`config.mk`:
```
export PLATFORM = sky130hd
export DESIGN_NAME = smc_spi_master
export DESIGN_NICKNAME = d
export VERILOG_FILES = /design/src/include/smc_pkg.sv /design/src/rtl/smc_spi_master.sv
export SDC_FILE = /design/constraint.sdc
export NUM_CORES = 1
export LEC_CHECK = 0
export CAP_MARGIN = 20
export CORE_UTILIZATION = 65
export DETAILED_ROUTE_END_ITERATION = 8
export DONT_BUFFER_PORTS = 1
export GPL_TIMING_DRIVEN = 0
export PLACE_DENSITY = 0.81
export SLEW_MARGIN = 20
export SYNTH_ARGS = -nofsm -noshare
export SYNTH_HDL_FRONTEND = slang
export SYNTH_SLANG_ARGS = --single-unit
```
`constraint.sdc`:
```
create_clock -name i_clk -period 3.1 [get_ports i_clk]
set_input_delay 0.62 -clock i_clk [delete_from_list [all_inputs] [get_ports i_clk]]
set_output_delay 0.62 -clock i_clk [all_outputs]
set_load 0.01 [all_outputs]
```
`src/include/smc_pkg.sv`:
```
package smc_pkg;

  // ---------------------------------------------------------------
  // Register byte offsets
  // ---------------------------------------------------------------
  localparam logic [7:0] SMC_OFS_CTRL = 8'h00;
  localparam logic [7:0] SMC_OFS_EN = 8'h04;
  localparam logic [7:0] SMC_OFS_STAT = 8'h08;
  localparam logic [7:0] SMC_OFS_TXD = 8'h0c;
  localparam logic [7:0] SMC_OFS_RXD = 8'h10;
  localparam logic [7:0] SMC_OFS_DIV = 8'h14;

  // ---------------------------------------------------------------
  // Field positions
  // ---------------------------------------------------------------
  localparam int SMC_CTRL_LOW_BIT_FIRST = 0;
  localparam int SMC_CTRL_DIR = 1;
  localparam int SMC_CTRL_SEL_LO = 2;
  localparam int SMC_CTRL_SEL_HI = 3;
  localparam int SMC_CTRL_SRST = 4;
  localparam int SMC_CTRL_AUTO = 5;
  localparam int SMC_CTRL_CE = 6;
  localparam int SMC_EN_BIT = 0;
  localparam int SMC_STAT_TX_BUFFER_EMPTY = 0;
  localparam int SMC_STAT_RX_BUFFER_FULL = 1;
  localparam int SMC_STAT_ACT = 2;

  // ---------------------------------------------------------------
  // Encodings and reset values
  // ---------------------------------------------------------------
  localparam logic [1:0] SMC_SEL_FULL = 2'h0;
  localparam logic [1:0] SMC_SEL_HALF = 2'h1;
  localparam logic [7:0] SMC_DIV_RST = 8'h04;
  localparam logic [7:0] SMC_BYTE_RST = 8'h00;
  localparam logic [2:0] SMC_LAST_SINGLE = 3'h7;
  localparam logic [2:0] SMC_LAST_DUAL = 3'h3;

  // ---------------------------------------------------------------
  // Types
  // ---------------------------------------------------------------
  typedef struct packed {
    logic ce;
    logic auto_read;
    logic [1:0] input_line_choice;
    logic out_pin_direction;
    logic low_bit_first;
  } smc_ctrl_t;

  localparam smc_ctrl_t SMC_CTRL_RST = '{ce: 1'b0, auto_read: 1'b0, input_line_choice: SMC_SEL_FULL,
                                         out_pin_direction: 1'b1, low_bit_first: 1'b0};

  typedef struct packed {
    logic [7:0] addr;
    logic [31:0] wdata;
    logic wr;
    logic rd;
  } smc_bus_req_t;

  typedef enum logic [1:0] {SMC_IDLE, SMC_LOW, SMC_HIGH} smc_state_t;

endpackage

```
`src/rtl/smc_spi_master.sv`:
```
// Operation
// [RULE1] Chip-select bit one drives select low
// [RULE2] Auto-read: receive read clears both flags
// [RULE3] No auto-read: receive read clears full only
// [RULE4] Soft reset bit self-clears; zero ignored
// [RULE5] Soft reset returns whole interface to reset
// [RULE6] Input choice picks lines when pin inputs
// [RULE7] Upper choice bit: both input lines
// [RULE8] Choice 01: secondary input line only
// [RULE9] Choice 00: primary line only, reset
// [RULE10] Half/dual: output pin bidirectional by direction
// [RULE11] Direction changes only between bytes
// [RULE12] Direction one output, zero input; resets one
// [RULE13] Bit-order one shifts least bit first
// [RULE14] Receive full set on fill, cleared on read
// [RULE15] Receive full offered as interrupt source
// [RULE16] Transmit empty cleared by transmit write
// [RULE17] Transmit empty resets one, interrupt source
// [RULE18] Disabled: clocks gated, pins held inactive; the code still drives chip select from the select bit
// [RULE19] Write while empty starts transfer immediately
// [RULE20] Byte written mid-shift waits, then loads
// [RULE21] Software never writes transmit while not empty
// [RULE22] Active flag shows byte in progress
//
// Added by the designer: the plain strobed port.
module smc_spi_master
  import smc_pkg::*;
(
  // Clock and reset
  input wire logic i_clk,
  input wire logic i_resetn,
  // Register port
  input wire smc_bus_req_t i_bus,
  output logic [31:0] o_rdata,
  // Interrupt sources
  output logic o_rx_irq,
  output logic o_tx_irq,
  // Serial pins
  output logic o_spi_cs_n,
  output logic o_spi_clk,
  output logic o_serial_out_line,
  output logic o_serial_out_line_oe,
  input wire logic i_serial_out_line,
  input wire logic i_serial_in_primary,
  input wire logic i_serial_in_secondary
);

  // ---------------------------------------------------------------
  // Helpers
  // ---------------------------------------------------------------
  function automatic logic [7:0] rx_shift(input logic [7:0] cur, input logic pri, input logic sec,
                                          input logic two, input logic lsb);
    logic [7:0] r;
    r = cur;
    if (two && lsb) begin
      r = {sec, pri, cur[7:2]};
    end else if (two) begin
      r = {cur[5:0], pri, sec};
    end else if (lsb) begin
      r = {pri, cur[7:1]};
    end else begin
      r = {cur[6:0], pri};
    end
    return r;
  endfunction

  // ---------------------------------------------------------------
  // State
  // ---------------------------------------------------------------
  smc_ctrl_t ctrl_ff;
  logic soft_rst_ff;
  logic enable_ff;
  logic [7:0] div_ff;
  logic [7:0] div_cnt_ff;
  logic [7:0] tx_data_ff;
  logic pend_ff;
  logic tx_buffer_empty_ff;
  logic rx_buffer_full_ff;
  logic [7:0] rx_hold_ff;
  logic [7:0] tx_sh_ff;
  logic [7:0] rx_sh_ff;
  logic [2:0] bit_cnt_ff;
  logic dir_ff;
  logic lsb_ff;
  logic two_ff;
  logic bidir_ff;
  logic sclk_ff;
  smc_state_t state_ff;
  logic [31:0] rdata_ff;
  logic cs_n_ff;
  logic sout_ff;
  logic oe_ff;
  logic [2:0] sync1_ff;
  logic [2:0] sync2_ff;

  // ---------------------------------------------------------------
  // Decode
  // ---------------------------------------------------------------
  logic wr_ctrl;
  logic wr_en;
  logic wr_div;
  logic wr_tx;
  logic rd_rx;
  logic tick;
  logic last_bit;
  logic byte_done;
  logic load_direct;
  logic load_pend;
  logic load;
  logic [7:0] load_data;
  logic in_pri;
  logic in_sec;
  logic sel_two;

  assign wr_ctrl = i_bus.wr && (i_bus.addr == SMC_OFS_CTRL);
  assign wr_en = i_bus.wr && (i_bus.addr == SMC_OFS_EN);
  assign wr_div = i_bus.wr && (i_bus.addr == SMC_OFS_DIV);
  assign wr_tx = i_bus.wr && (i_bus.addr == SMC_OFS_TXD);
  assign rd_rx = i_bus.rd && (i_bus.addr == SMC_OFS_RXD);

  // Clock gating: the divider only runs while a byte is moving
  assign tick = enable_ff && (state_ff != SMC_IDLE) && (div_cnt_ff == div_ff); // [RULE18]
  assign last_bit = bit_cnt_ff == (two_ff ? SMC_LAST_DUAL : SMC_LAST_SINGLE);
  assign byte_done = (state_ff == SMC_HIGH) && tick && last_bit;

  assign load_direct = wr_tx && enable_ff && (state_ff == SMC_IDLE) && !pend_ff; // [RULE19]
  assign load_pend = pend_ff && enable_ff && ((state_ff == SMC_IDLE) || byte_done); // [RULE20]
  assign load = load_direct || load_pend;
  assign load_data = load_direct ? i_bus.wdata[7:0] : tx_data_ff;

  // Dual capture only while the output pin is turned around
  assign sel_two = ctrl_ff.input_line_choice[1] && !ctrl_ff.out_pin_direction; // [RULE7]

  // Input line choice: dual capture latched per byte through two_ff, single-line pick read live from ctrl_ff
  always_comb begin
    in_pri = sync2_ff[0];
    in_sec = sync2_ff[1];
    if (!two_ff && (ctrl_ff.input_line_choice == SMC_SEL_HALF)) begin
      in_pri = sync2_ff[1]; // [RULE8] [RULE6]
    end else if (!two_ff) begin
      in_pri = sync2_ff[0]; // [RULE9] [RULE6]
    end
  end

  // ---------------------------------------------------------------
  // Pin synchronisers
  // ---------------------------------------------------------------
  always_ff @(posedge i_clk or negedge i_resetn) begin
    if (!i_resetn) begin
      sync1_ff <= 3'h0;
      sync2_ff <= 3'h0;
    end else begin
      sync1_ff <= {i_serial_out_line, i_serial_in_secondary, i_serial_in_primary};
      sync2_ff <= sync1_ff;
    end
  end

  // ---------------------------------------------------------------
  // Control, enable and divider registers
  // ---------------------------------------------------------------
  always_ff @(posedge i_clk or negedge i_resetn) begin
    if (!i_resetn) begin
      soft_rst_ff <= 1'b0;
    end else begin
      // Single-cycle pulse; a zero write leaves it low
      soft_rst_ff <= wr_ctrl && i_bus.wdata[SMC_CTRL_SRST]; // [RULE4]
    end
  end

  always_ff @(posedge i_clk or negedge i_resetn) begin
    if (!i_resetn) begin
      ctrl_ff <= SMC_CTRL_RST;
      enable_ff <= 1'b0;
      div_ff <= SMC_DIV_RST;
    end else if (soft_rst_ff) begin
      ctrl_ff <= SMC_CTRL_RST; // [RULE5] [RULE12]
      enable_ff <= 1'b0;
      div_ff <= SMC_DIV_RST;
    end else begin
      if (wr_ctrl) begin
        ctrl_ff.ce <= i_bus.wdata[SMC_CTRL_CE];
        ctrl_ff.auto_read <= i_bus.wdata[SMC_CTRL_AUTO];
        ctrl_ff.input_line_choice <= i_bus.wdata[SMC_CTRL_SEL_HI:SMC_CTRL_SEL_LO];
        ctrl_ff.out_pin_direction <= i_bus.wdata[SMC_CTRL_DIR];
        ctrl_ff.low_bit_first <= i_bus.wdata[SMC_CTRL_LOW_BIT_FIRST];
      end
      if (wr_en) begin
        enable_ff <= i_bus.wdata[SMC_EN_BIT];
      end
      if (wr_div) begin
        div_ff <= i_bus.wdata[7:0];
      end
    end
  end

  // ---------------------------------------------------------------
  // Transmit holding register and flags
  // ---------------------------------------------------------------
  always_ff @(posedge i_clk or negedge i_resetn) begin
    if (!i_resetn) begin
      tx_data_ff <= SMC_BYTE_RST;
      pend_ff <= 1'b0;
    end else if (soft_rst_ff) begin
      tx_data_ff <= SMC_BYTE_RST;
      pend_ff <= 1'b0;
    end else begin
      if (wr_tx) begin
        tx_data_ff <= i_bus.wdata[7:0];
      end
      // A write landing on a pending byte overwrites it
      if (wr_tx && !load_direct) begin
        pend_ff <= 1'b1; // [RULE20]
      end else if (load_pend) begin
        pend_ff <= 1'b0;
      end
    end
  end

  always_ff @(posedge i_clk or negedge i_resetn) begin
    if (!i_resetn) begin
      tx_buffer_empty_ff <= 1'b1; // [RULE17]
    end else if (soft_rst_ff) begin
      tx_buffer_empty_ff <= 1'b1;
    end else if (load) begin
      // Any load frees the holding register, even one that follows an auto-read clear
      tx_buffer_empty_ff <= 1'b1; // [RULE19] [RULE20]
    end else if (wr_tx && !load_direct) begin
      tx_buffer_empty_ff <= 1'b0; // [RULE16]
    end else if (rd_rx && ctrl_ff.auto_read) begin
      tx_buffer_empty_ff <= 1'b0; // [RULE2]
    end
  end

  // Set beats clear so a byte finishing on the read is not lost
  always_ff @(posedge i_clk or negedge i_resetn) begin
    if (!i_resetn) begin
      rx_buffer_full_ff <= 1'b0;
      rx_hold_ff <= SMC_BYTE_RST;
    end else if (soft_rst_ff) begin
      rx_buffer_full_ff <= 1'b0;
      rx_hold_ff <= SMC_BYTE_RST;
    end else if (byte_done) begin
      rx_buffer_full_ff <= 1'b1; // [RULE14]
      rx_hold_ff <= rx_sh_ff;
    end else if (rd_rx) begin
      rx_buffer_full_ff <= 1'b0; // [RULE14] [RULE3]
    end
  end

  // ---------------------------------------------------------------
  // Shift engine
  // ---------------------------------------------------------------
  always_ff @(posedge i_clk or negedge i_resetn) begin
    if (!i_resetn) begin
      div_cnt_ff <= SMC_BYTE_RST;
    end else if (soft_rst_ff || tick || (state_ff == SMC_IDLE) || !enable_ff) begin
      div_cnt_ff <= SMC_BYTE_RST;
    end else begin
      div_cnt_ff <= div_cnt_ff + 8'h01;
    end
  end

  // Per-byte settings are frozen at load so a mid-byte write cannot turn the pin
  always_ff @(posedge i_clk or negedge i_resetn) begin
    if (!i_resetn) begin
      dir_ff <= 1'b1;
      lsb_ff <= 1'b0;
      two_ff <= 1'b0;
      bidir_ff <= 1'b0;
    end else if (soft_rst_ff) begin
      dir_ff <= 1'b1;
      lsb_ff <= 1'b0;
      two_ff <= 1'b0;
      bidir_ff <= 1'b0;
    end else if (load) begin
      dir_ff <= ctrl_ff.out_pin_direction; // [RULE11]
      lsb_ff <= ctrl_ff.low_bit_first;
      two_ff <= sel_two;
      bidir_ff <= ctrl_ff.input_line_choice != SMC_SEL_FULL; // [RULE10]
    end
  end

  always_ff @(posedge i_clk or negedge i_resetn) begin
    if (!i_resetn) begin
      state_ff <= SMC_IDLE;
      sclk_ff <= 1'b0;
      bit_cnt_ff <= 3'h0;
      tx_sh_ff <= SMC_BYTE_RST;
      rx_sh_ff <= SMC_BYTE_RST;
    end else if (soft_rst_ff || !enable_ff) begin
      // Disabling mid-byte abandons it and parks the clock low
      state_ff <= SMC_IDLE; // [RULE5] [RULE18]
      sclk_ff <= 1'b0;
      bit_cnt_ff <= 3'h0;
      if (soft_rst_ff) begin
        tx_sh_ff <= SMC_BYTE_RST;
        rx_sh_ff <= SMC_BYTE_RST;
      end
    end else if (load) begin
      state_ff <= SMC_LOW; // [RULE19]
      sclk_ff <= 1'b0;
      bit_cnt_ff <= 3'h0;
      tx_sh_ff <= load_data;
    end else begin
      case (state_ff)
        SMC_IDLE: begin
          sclk_ff <= 1'b0;
        end
        SMC_LOW: begin
          if (tick) begin
            state_ff <= SMC_HIGH;
            sclk_ff <= 1'b1;
            rx_sh_ff <= rx_shift(rx_sh_ff, in_pri, in_sec, two_ff, lsb_ff); // [RULE13]
          end
        end
        SMC_HIGH: begin
          if (tick) begin
            sclk_ff <= 1'b0;
            if (last_bit) begin
              state_ff <= SMC_IDLE;
            end else begin
              state_ff <= SMC_LOW;
              bit_cnt_ff <= bit_cnt_ff + 3'h1;
              tx_sh_ff <= lsb_ff ? {1'b0, tx_sh_ff[7:1]} : {tx_sh_ff[6:0], 1'b0}; // [RULE13]
            end
          end
        end
        default: begin
          state_ff <= SMC_IDLE;
        end
      endcase
    end
  end

  // ---------------------------------------------------------------
  // Pin outputs
  // ---------------------------------------------------------------
  always_ff @(posedge i_clk or negedge i_resetn) begin
    if (!i_resetn) begin
      cs_n_ff <= 1'b1;
      sout_ff <= 1'b0;
      oe_ff <= 1'b1;
    end else begin
      cs_n_ff <= soft_rst_ff ? 1'b1 : !ctrl_ff.ce; // [RULE1]
      sout_ff <= enable_ff && !soft_rst_ff && (state_ff != SMC_IDLE) &&
                 (lsb_ff ? tx_sh_ff[0] : tx_sh_ff[7]); // [RULE18]
      oe_ff <= soft_rst_ff || !bidir_ff || dir_ff; // [RULE10] [RULE12]
    end
  end

  // ---------------------------------------------------------------
  // Read port
  // ---------------------------------------------------------------
  always_ff @(posedge i_clk or negedge i_resetn) begin
    if (!i_resetn) begin
      rdata_ff <= 32'h0;
    end else begin
      rdata_ff <= 32'h0;
      if (i_bus.rd) begin
        case (i_bus.addr)
          SMC_OFS_CTRL: begin
            rdata_ff[SMC_CTRL_CE] <= ctrl_ff.ce;
            rdata_ff[SMC_CTRL_AUTO] <= ctrl_ff.auto_read;
            rdata_ff[SMC_CTRL_SRST] <= soft_rst_ff;
            rdata_ff[SMC_CTRL_SEL_HI:SMC_CTRL_SEL_LO] <= ctrl_ff.input_line_choice;
            rdata_ff[SMC_CTRL_DIR] <= ctrl_ff.out_pin_direction;
            rdata_ff[SMC_CTRL_LOW_BIT_FIRST] <= ctrl_ff.low_bit_first;
          end
          SMC_OFS_EN: begin
            rdata_ff[SMC_EN_BIT] <= enable_ff;
          end
          SMC_OFS_STAT: begin
            rdata_ff[SMC_STAT_ACT] <= state_ff != SMC_IDLE; // [RULE22]
            rdata_ff[SMC_STAT_RX_BUFFER_FULL] <= rx_buffer_full_ff;
            rdata_ff[SMC_STAT_TX_BUFFER_EMPTY] <= tx_buffer_empty_ff;
          end
          SMC_OFS_TXD: begin
            rdata_ff[7:0] <= tx_data_ff;
          end
          SMC_OFS_RXD: begin
            rdata_ff[7:0] <= rx_hold_ff;
          end
          SMC_OFS_DIV: begin
            rdata_ff[7:0] <= div_ff;
          end
          default: begin
            rdata_ff <= 32'h0;
          end
        endcase
      end
    end
  end

  assign o_rdata = rdata_ff;
  assign o_rx_irq = rx_buffer_full_ff; // [RULE15]
  assign o_tx_irq = tx_buffer_empty_ff; // [RULE17]
  assign o_spi_cs_n = cs_n_ff;
  assign o_spi_clk = sclk_ff;
  assign o_serial_out_line = sout_ff;
  assign o_serial_out_line_oe = oe_ff;
endmodule // smc_spi_master

```
==> results.txt, run 1 <==
Status -> completed
Port bufs -> 0
Fin Setup TNS -> 0 ns
Gr usage total -> 30.8%
CP arrival -> 2.50 ns
Syn_area_per_cell -> 10.6 µm²
Post-cts resize count -> 0
Pin count of the biggest net entering global routing -> 79
Final min period -> 2.30 ns
Leak pwr -> 2.35 nW
Final core utilization -> 73.7%
Biggest area consumer among synthesized cells -> dfrtp_1
Clock transition at path regs -> 0.09 ns
Final setup skew -> 0.0140 ns
Worst reg2reg endpoint -> tx_sh_ff[6]
Final Setup Violations -> 0
Worst r2r src -> state_ff[0]
Vias post-DR -> 3390
H-tree depth -> 3
NumNets Final -> 515
Diode count -> 0
Pre-CTS setup slack -> 0.727 ns
Die W -> 85.9 µm
Area contributors post-synth -> dfrtp_1, mux2i_1, nor2_1
Synth Flop Type -> dfrtp_1
Dpl cells -> 550
Num CTS Buffers -> 9
Initial DRC Count -> 278
EDFF count, synth -> 0
Setup ws final -> 0.801 ns
Top cells by count, synth -> dfrtp_1, nor2_1, mux2i_1
Die H -> 85.9 µm
GR Overflow Total -> 0
Post-route ant nets -> 0
Clock sink count -> 84
Avg Vias per Cell -> 5.98
Asr flop ratio synth -> 100%
Hpwl dp -> 7510 µm
Final Non-Filler Cells -> 567
Cells after synthesis -> 431
Count leader, synth -> dfrtp_1
Hold Path Class -> in -> async
Clk_lat worst skew -> 0.36 ns
R2R cell count -> 6
Yosys warnings -> 0
Total power -> 2.13 mW
Max Cap Viol -> 0
Cell at the slowest stage of the critical path -> nor3_1
Max-slew violations -> 0
Vias in the first global route -> 3335
Post-synthesis cell area -> 0.00457 mm²
Fmax achieved -> 0.435 GHz
Share of cells above drive strength 1 -> 15.9%
Fin crit share -> 74.2%
Slew @ Worst Pin -> 0.854 ns
Initial antenna violation count -> 0
Worst setup SP type -> register
Area grow syn2layout -> 9.44%
Cell variety after synth -> 58
Row Count -> 30
Critical path required time -> 3.30 ns
DIE AREA -> 0.00738 mm²
Crit end category -> register
Wire per inst -> 18.2 µm
Placeable Area -> 0.00679 mm²
I/O Pins -> 85
Top-area cell type share of the netlist area -> 42.7%
Routability cong. -> 0.955
RSZ-0062 raised after global routing -> false
Seq/Total Area, Yosys -> 46.1%
Max-slew headroom -> 42.5%
Initial core utilization -> 67.3%
TritonRoute pass-1 iters -> 5
R2r setup slk -> 0.80 ns
FF+latch count, synth -> 84
WL final -> 10300 µm
Cell Pwr Density -> 426 mW/mm²
Worst path max stage delay -> 0.52 ns
CTS tree -> built
Worst Setup Path Type -> reg -> reg
Max VDD drop -> 325 µV
CP Cell Sequence -> nor2_1 > nand2_1 > nor3_1 > nor4b_4 > a22oi_1 > o21ai_0
Max clock buf depth -> 2
DRC Markers -> 0
Clock root cell -> clkbuf_8
First-pass GRT wire length -> 17000 µm
Crit-path max FO -> 8
Final hold vios -> 0
[where the power goes]
part           leakage [nW]  switching, mW  internal (mW)
clock                0.0948          0.396          0.359
combinational          1.15          0.110         0.0861
sequential             1.10         0.0423           1.14
total                  2.35          0.548           1.59
[state kept, by name, indices dropped and copies added, names as in the netlist, 2 cells and up]
register / count
state_ff: 2
bit_cnt_ff: 3
div_cnt_ff: 8
div_ff: 8
tx_sh_ff: 8
sync1_ff: 2
ctrl_ff: 6
rx_sh_ff: 8
o_rdata: 8
sync2_ff: 2
rx_hold_ff: 8
tx_data_ff: 8
[cells in the final DEF, fill, tap and decap left out, drive strengths merged, types with 2 or more instances in the layout]
cell type / n
xnor2: 12
a22oi: 10
a21oi: 9
mux2i: 49
a32oi: 4
mux4: 9
dfstp: 6
nand3: 16
buf: 34
o32ai: 2
and3: 5
a31oi: 3
nand2: 22
ha: 2
nor2b: 4
and4: 3
o21ai: 23
clkinvlp: 2
o31ai: 2
clkbuf: 23
xor2: 5
clkinv: 2
a211oi: 2
or3: 2
nand4: 5
nand3b: 4
conb: 24
and3b: 2
dfrtp: 78
nor3: 6
nor2: 64
o32a: 4
nand2b: 7
inv: 5
and2: 5
a211o: 3
[metrics by stage]
step	hold WS, ns	cell area [µm²]
finish	0.0884	5010
global route	0.0769	5010
CTS	0.0833	5010
detailed placement	0.327	4780
global placement	0.326	4780
floorplan	0.324	4660
[final cells by class]
class	count	area, µm²
Multi-Input combinational cell	321	2250
Sequential cell	84	2110
Fill cell	476	1790
Buffer	44	282
Clock buffer	12	165
Tap cell	96	120
Clock inverter	4	32.5
Timing Repair Buffer	1	27.5
Inverter	5	18.8
[how the worst max path moves through the flow]
stage / start / end / slack [ns] / cells after the start
final: state_ff[0] / tx_sh_ff[6] / 0.80 / 6
after global routing: bit_cnt_ff[2] / tx_sh_ff[7] / 0.61 / 6
after CTS: soft_rst_ff / tx_sh_ff[7] / 0.89 / 6
after detailed placement: i_bus[37] / tx_sh_ff[6] / 0.73 / 7
after global placement: i_bus[37] / bidir_ff / 0.77 / 7
after floorplan: i_bus[37] / tx_sh_ff[7] / 1.05 / 7
[layer usage]
| layer | global-route usage [%] | vias up | share of wire [%] |
|---|---|---|---|
| li1 | - | 1566 | - |
| met1 | 40.1 | 1641 | 40 |
| met2 | 49.6 | 154 | 49 |
| met3 | 7.22 | 29 | 7.9 |
| met4 | 13.2 | 0 | 2.7 |
| met5 | 0 | - | 0 |
[critical path: cells and delay by family, from the launching register on]
| family | cells | cell delay (ns) |
|---|---|---|
| AO/OA/AOI/OAI | 2 | 0.32 |
| flip-flops | 1 | 0.44 |
| AND/OR/NAND/NOR | 4 | 1.37 |
[repair_timing]
item,CTS,global route
hold buffers,1,0
hold endpoints to repair,78,0
buffers inserted,0,0
[cells by family after synthesis]
family	synth area share (%)
mux	15.4
flops	46.1
compound gates	10.3
xor+xnor	3.25
simple gates	17.8
buf+inv	6.56
other cells	0.0820
fa+ha+maj	0.547
No activity file was read; power rests on OpenSTA's default activity.
==> inputs of run 2 (changes only) <==
CORE_UTILIZATION = 58   (was 65)
PLACE_DENSITY = 0.76   (was 0.81)
clock period = 1.9 ns   (was 3.1 ns; I/O delays follow)
==> run 2 against run 1 <==
Clock skew down 0.0037 ns. Cell count up 4.4%. Global-route usage down 2.3 points. The run now ends with negative hold slack, negative setup slack left. Critical path depth up 3. Maximum frequency up 19%. Utilization down 3.8 points. First-iteration DRC count down 2.2%. Critical path type unchanged. Combinational power up 67%. Wire length up 8.5%. Total power up 68%. Die area up 12%.
==> results.txt, run 2 (synthesis gave the netlist of run 1 again) <==
Fin crit share -> 102% (+27 points)
Worst setup SP type -> register
Final min period -> 1.93 ns (-0.369 ns)
Final setup skew -> 0.0103 ns (-0.00366 ns)
Row Count -> 32 (+6.7%)
Max-slew violations -> 0 (unchanged)
Hold Path Class -> in -> async
Initial antenna violation count -> 0 (unchanged)
Placeable Area -> 0.00769 mm² (+13%)
Max-slew headroom -> 47.9% (+5.4 points)
Final Setup Violations -> 10 (+10)
DIE AREA -> 0.00825 mm² (+12%)
Pin count of the biggest net entering global routing -> 85 (+7.6%)
Area grow syn2layout -> 17.4%
Critical path required time -> 2.19 ns (-1.11 ns)
Share of cells above drive strength 1 -> 27.3% (+11 points)
Slew @ Worst Pin -> 0.777 ns (-0.0769 ns)
Die H -> 90.8 µm (+5.7%)
Initial core utilization -> 59.5% (-7.8 points)
I/O Pins -> 85 (unchanged)
Leak pwr -> 2.49 nW (+6.0%)
Pre-CTS setup slack -> -0.264 ns (-0.991 ns)
Failing checks -> negative hold slack, negative setup slack
Vias post-DR -> 3473 (+2.4%)
Wire per inst -> 18.9 µm (+3.9%)
Worst Setup Path Type -> reg -> reg
Avg Vias per Cell -> 5.87 (-1.9%)
First-pass GRT wire length -> 17900 µm (+5.0%)
Final hold vios -> 84 (+84)
Clock root cell -> clkbuf_8
Num CTS Buffers -> 9 (unchanged)
WL final -> 11200 µm (+8.5%)
Die W -> 90.8 µm (+5.7%)
NumNets Final -> 534 (+3.7%)
Gr usage total -> 28.5% (-2.3 points)
Number of fill cells in the layout -> 565 (+19%)
Status -> complete, but fails checks
Max Cap Viol -> 0 (unchanged)
Setup ws final -> -0.0296 ns (-0.831 ns)
Fin Setup TNS -> -0.141 ns (-0.141 ns)
Clk_lat worst skew -> 0.36 ns (about the same)
Most common cell after layout, fill and taps aside -> dfrtp_1
Max clock buf depth -> 2 (unchanged)
Port bufs -> 0 (unchanged)
CP Cell Sequence -> xnor2_2 > nand4_2 > or3_4 > buf_12 > nor2_8 > buf_8 > buf_4 > a21oi_1 > nor2_1
Crit-path max FO -> 10 (+2)
Final core utilization -> 69.9% (-3.8 points)
CTS tree -> built
Worst path max stage delay -> 0.44 ns (-0.08 ns)
Routability cong. -> 0.911 (-4.7%)
Diode count -> 0 (unchanged)
Final Hold Slack -> -0.297 ns (-0.386 ns)
TritonRoute pass-1 iters -> 5 (unchanged)
H-tree depth -> 3 (unchanged)
Hpwl dp -> 7550 µm (+0.53%)
CP bufs+invs -> 3 (+3)
Clock transition at path regs -> 0.09 ns (about the same)
Vias in the first global route -> 3465 (+3.9%)
Initial DRC Count -> 272 (-2.2%)
Max VDD drop -> 516 µV (+59%)
Delay-heaviest family, CP -> simple AND/OR/NAND/NOR gates
Post-route ant nets -> 0 (unchanged)
Leading cell types in the layout, fill and taps excluded -> dfrtp_1, nor2_1, mux2i_1
Clock sink count -> 84 (unchanged)
CP arrival -> 2.22 ns (-0.28 ns)
Total power -> 3.59 mW (+68%)
Cell Pwr Density -> 668 mW/mm² (+57%)
Cell at the slowest stage of the critical path -> dfrtp_1
Crit end category -> register
GR Overflow Total -> 0 (unchanged)
RSZ-0062 raised after global routing -> true
DRC Markers -> 0 (unchanged)
Fmax achieved -> 0.518 GHz (+19%)
-- run 2: cell count changes in the layout (fill, tap and decap cells not counted), moves of 4 or more --
cell	change
buf_4	+18
clkbuf_1	-6
clkbuf_2	+4
dfrtp_1	-7
dfrtp_2	+7
o21ai_0	-8
o21ai_1	+7
xnor2_1	-8
xnor2_2	+8
-- run 2: path summary, 6_finish.rpt --
path | cells past startpoint | startpoint | slack, ns | end
setup / recovery | 9 | div_ff[7] | -0.03 | state_ff[1]
hold / removal | 0 | i_resetn | -0.30 | rx_sh_ff[4]
setup reg to reg | 9 | div_ff[7] | -0.03 | state_ff[1]
hold reg to reg | 0 | sync1_ff[1] | 0.35 | sync2_ff[1]
max in group asynchronous | 0 | i_resetn | 1.93 | div_ff[2]
min in group i_clk | 0 | i_serial_in_secondary | 0.04 | sync1_ff[1]
-- run 2: area by class of cell --
type	instances	area (µm²)	area share, %
sequential	84	2120	39.4
clock inverter	6	71.3	1.33
multi-input combinational	322	2440	45.4
timing repair buffer	20	158	2.94
inverter	5	18.8	0.349
buffer	43	303	5.64
tap	102	128	2.38
clock buffer	10	138	2.56
-- run 2: what timing repair did --
action / 4_1_cts / 5_1_grt
pin swaps: 8 / 8
setup buffers: 14 / 7
resized for setup: 35 / 28
gates cloned: 1 / 0
hold endpoints to repair: 84 / 84
endpoints found under the setup margin: 45 / 50
-- run 2: routing by layer --
layer	GRT usage (%)	vias up	share of wire (%)	routed length, µm
li1	-	1604	-	-
met3	6.99	27	7.4	832
met5	0	-	0	0
met2	45.4	142	50	5630
met4	13.8	0	2.2	242
met1	36.6	1700	40	4500
-- run 2: metrics by stage --
step	std cells	cell area (µm²)
after floorplan	454	4660
after global placement	556	4790
after detailed placement	556	4790
after CTS	587	5250
after global routing	592	5370
final	592	5370
-- run 2: power by group --
group	switching [mW]	leakage, nW	total (mW)	internal (mW)
registers	0.0699	1.09	1.93	1.86
logic	0.166	1.30	0.328	0.162
clock network	0.679	0.0991	1.33	0.652
total	0.915	2.49	3.59	2.67
-- run 2: worst reg2reg max path, stage by stage, from the launching register on --
cell and delay [ns]:
dfrtp_1 0.44, xnor2_2 0.22, nand4_2 0.14, or3_4 0.42, buf_12 0.16, nor2_8 0.13
buf_8 0.14, buf_4 0.11, a21oi_1 0.03, nor2_1 0.08
==> inputs of run 3 (changes only) <==
PLACE_DENSITY = 0.86   (was 0.76)
==> run 3 against run 2 <==
The run still ends with negative hold slack, negative setup slack left. Via count grew 2.8%. Sequential cell count is the same. Global-route usage grew 1.0 points. Largest cell class unchanged. Largest power group unchanged.
==> results.txt, run 3 (synthesis gave the netlist of run 1 again) <==
Initial DRC Count -> 237 (-13%)
Fin crit share -> 104% (+2.6 points)
Slew @ Worst Pin -> 0.781 ns (+0.00401 ns)
Fmax achieved -> 0.505 GHz (-2.5%)
Crit end category -> register
TritonRoute pass-1 iters -> 5 (unchanged)
I/O Pins -> 85 (unchanged)
Final Hold Slack -> -0.303 ns (-0.00530 ns)
Failing checks -> negative hold slack, negative setup slack
Worst Setup Path Type -> reg -> reg
Pin count of the biggest net entering global routing -> 85 (unchanged)
WL final -> 11700 µm (+4.8%)
Setup ws final -> -0.0793 ns (-0.0497 ns)
DIE AREA -> 0.00825 mm² (unchanged)
Net Sw Power -> 0.940 mW (+2.7%)
Initial antenna violation count -> 0 (unchanged)
Max clock buf depth -> 2 (unchanged)
Most common cell after layout, fill and taps aside -> dfrtp_1
Cell Pwr Density -> 714 mW/mm² (+6.9%)
Clock root cell -> clkbuf_8
Post-route ant nets -> 0 (unchanged)
First-pass GRT wire length -> 18700 µm (+4.3%)
Diode count -> 0 (unchanged)
RSZ-0062 raised after global routing -> true
Max-slew violations -> 0 (unchanged)
Final setup skew -> 0.0113 ns (+0.000997 ns)
Leak pwr -> 2.48 nW (-0.42%)
Gr usage total -> 29.5% (+1.0 points)
Max-slew headroom -> 47.7% (-0.27 points)
Share of cells above drive strength 1 -> 26.9% (-0.49 points)
Die W -> 90.8 µm (unchanged)
Clk_lat worst skew -> 0.37 ns (about the same)
Die H -> 90.8 µm (unchanged)
Dpl cells -> 556 (unchanged)
Area occupied by multi-input gates -> 0.00245 mm² (+0.51%)
Routability cong. -> 0.934 (+2.5%)
Hpwl dp -> 7550 µm (about the same)
Final min period -> 1.98 ns (+0.0497 ns)
GR Overflow Total -> 0 (unchanged)
Critical path required time -> 2.14 ns (-0.05 ns)
Initial core utilization -> 59.5% (unchanged)
Power share of the combinational group -> 8.7% (-0.4 points)
Max VDD drop -> 545 µV (+5.5%)
Clock share of power -> 41.0% (+3.9 points)
Vias in the first global route -> 3567 (+2.9%)
CP arrival -> 2.22 ns (about the same)
Net Sw Frac -> 24.4% (-1.0 points)
Final Setup Violations -> 19 (+9)
Area grow syn2layout -> 17.7%
Avg Vias per Cell -> 6.09 (+3.9%)
Final Non-Filler Cells -> 586 (-1.0%)
Vias post-DR -> 3571 (+2.8%)
Wire per inst -> 20.0 µm (+5.9%)
Total power -> 3.84 mW (+7.1%)
Clock transition at path regs -> 0.09 ns (about the same)
Port bufs -> 0 (unchanged)
CTS tree -> built
Leading cell types in the layout, fill and taps excluded -> dfrtp_1, nor2_1, mux2i_1
Clock sink count -> 84 (unchanged)
Internal Pwr Total -> 2.91 mW (+8.6%)
Register Area -> 0.00212 mm² (about the same)
Max Cap Viol -> 0 (unchanged)
Final core utilization -> 70.0% (+0.15 points)
Flop pwr share -> 50.4% (-3.4 points)
Crit-path max FO -> 8 (-2)
Num CTS Buffers -> 9 (unchanged)
DRC Markers -> 0 (unchanged)
NumNets Final -> 528 (-1.1%)
H-tree depth -> 3 (unchanged)
Hold Path Class -> in -> async
Number of fill cells in the layout -> 564 (-0.18%)
Worst setup SP type -> register
Placeable Area -> 0.00769 mm² (unchanged)
Status -> complete, but fails checks
Final hold vios -> 84 (unchanged)
Row Count -> 32 (unchanged)
[run 3: cell count changes in the layout (fill, tap and decap cells not counted), sizes merged]
cell	previous run	this run
buf	53	46
bufinv	1	3
clkinvlp	2	0
inv	6	7
[run 3: metrics by stage]
stage               TNS, ns  cell area, µm²  setup slack (ns)
detailed placement    -7.18            4790            -0.260
global route          -2.15            5380            -0.139
global placement      -4.34            4790            -0.201
CTS                  -0.251            5230           -0.0496
finish               -0.780            5380           -0.0793
floorplan                 0            4660            0.0170
[run 3: path summary, 6_finish.rpt]
check	start	to	slack [ns]	cells past startpoint
worst min-delay path	i_resetn	rx_hold_ff[4]	-0.30	0
max in group asynchronous	i_resetn	div_ff[2]	1.97	0
worst min register to register	sync1_ff[0]	sync2_ff[0]	0.37	0
worst max-delay path	div_ff[6]	rx_hold_ff[0]	-0.08	6
worst max register to register	div_ff[6]	rx_hold_ff[0]	-0.08	6
min in group i_clk	i_serial_in_secondary	sync1_ff[1]	0.04	0
[run 3: power groups by stage]
stage	Combinational, mW	Clock (mW)	Sequential [mW]
finish	0.333	1.57	1.94
global route	0.367	1.67	1.94
CTS	0.306	1.59	1.93
detailed placement	0.278	0	1.96
global placement	0.267	0	1.96
floorplan	0.244	0	1.94
[run 3: critical path, stage by stage (launching register included)]
cell,delay [ns]
dfrtp_2,0.46
xnor2_2,0.20
nand4_2,0.20
or3_4,0.49
nor2_8,0.20
mux2i_1,0.24
nor2_1,0.06
[run 3: per-layer routing]
metal / share of wire [%] / routed length, µm / up-vias / GRT usage, %
met5: 0 / 0 / - / 0
met4: 4.6 / 541 / 0 / 16.0
met2: 49 / 5700 / 177 / 46.0
met1: 39 / 4580 / 1758 / 37.4
met3: 7.9 / 924 / 48 / 8.33
li1: - / - / 1588 / -
[run 3: layout make-up]
type / count / area share (%)
plain buffers: 42 / 5.32
well taps: 102 / 2.37
inverters: 5 / 0.349
clock inverters: 7 / 2.25
multi-input cells: 322 / 45.5
clock buffers: 9 / 2.30
repair buffers: 15 / 2.56
flip-flops and latches: 84 / 39.3
[run 3: repair_timing]
item / in CTS / in global routing
setup buffers: 11 / 4
endpoints found under the setup margin: 38 / 61
hold endpoints to repair: 84 / 84
pin swaps: 7 / 5
gates cloned: 1 / 1
gates resized for setup: 25 / 42
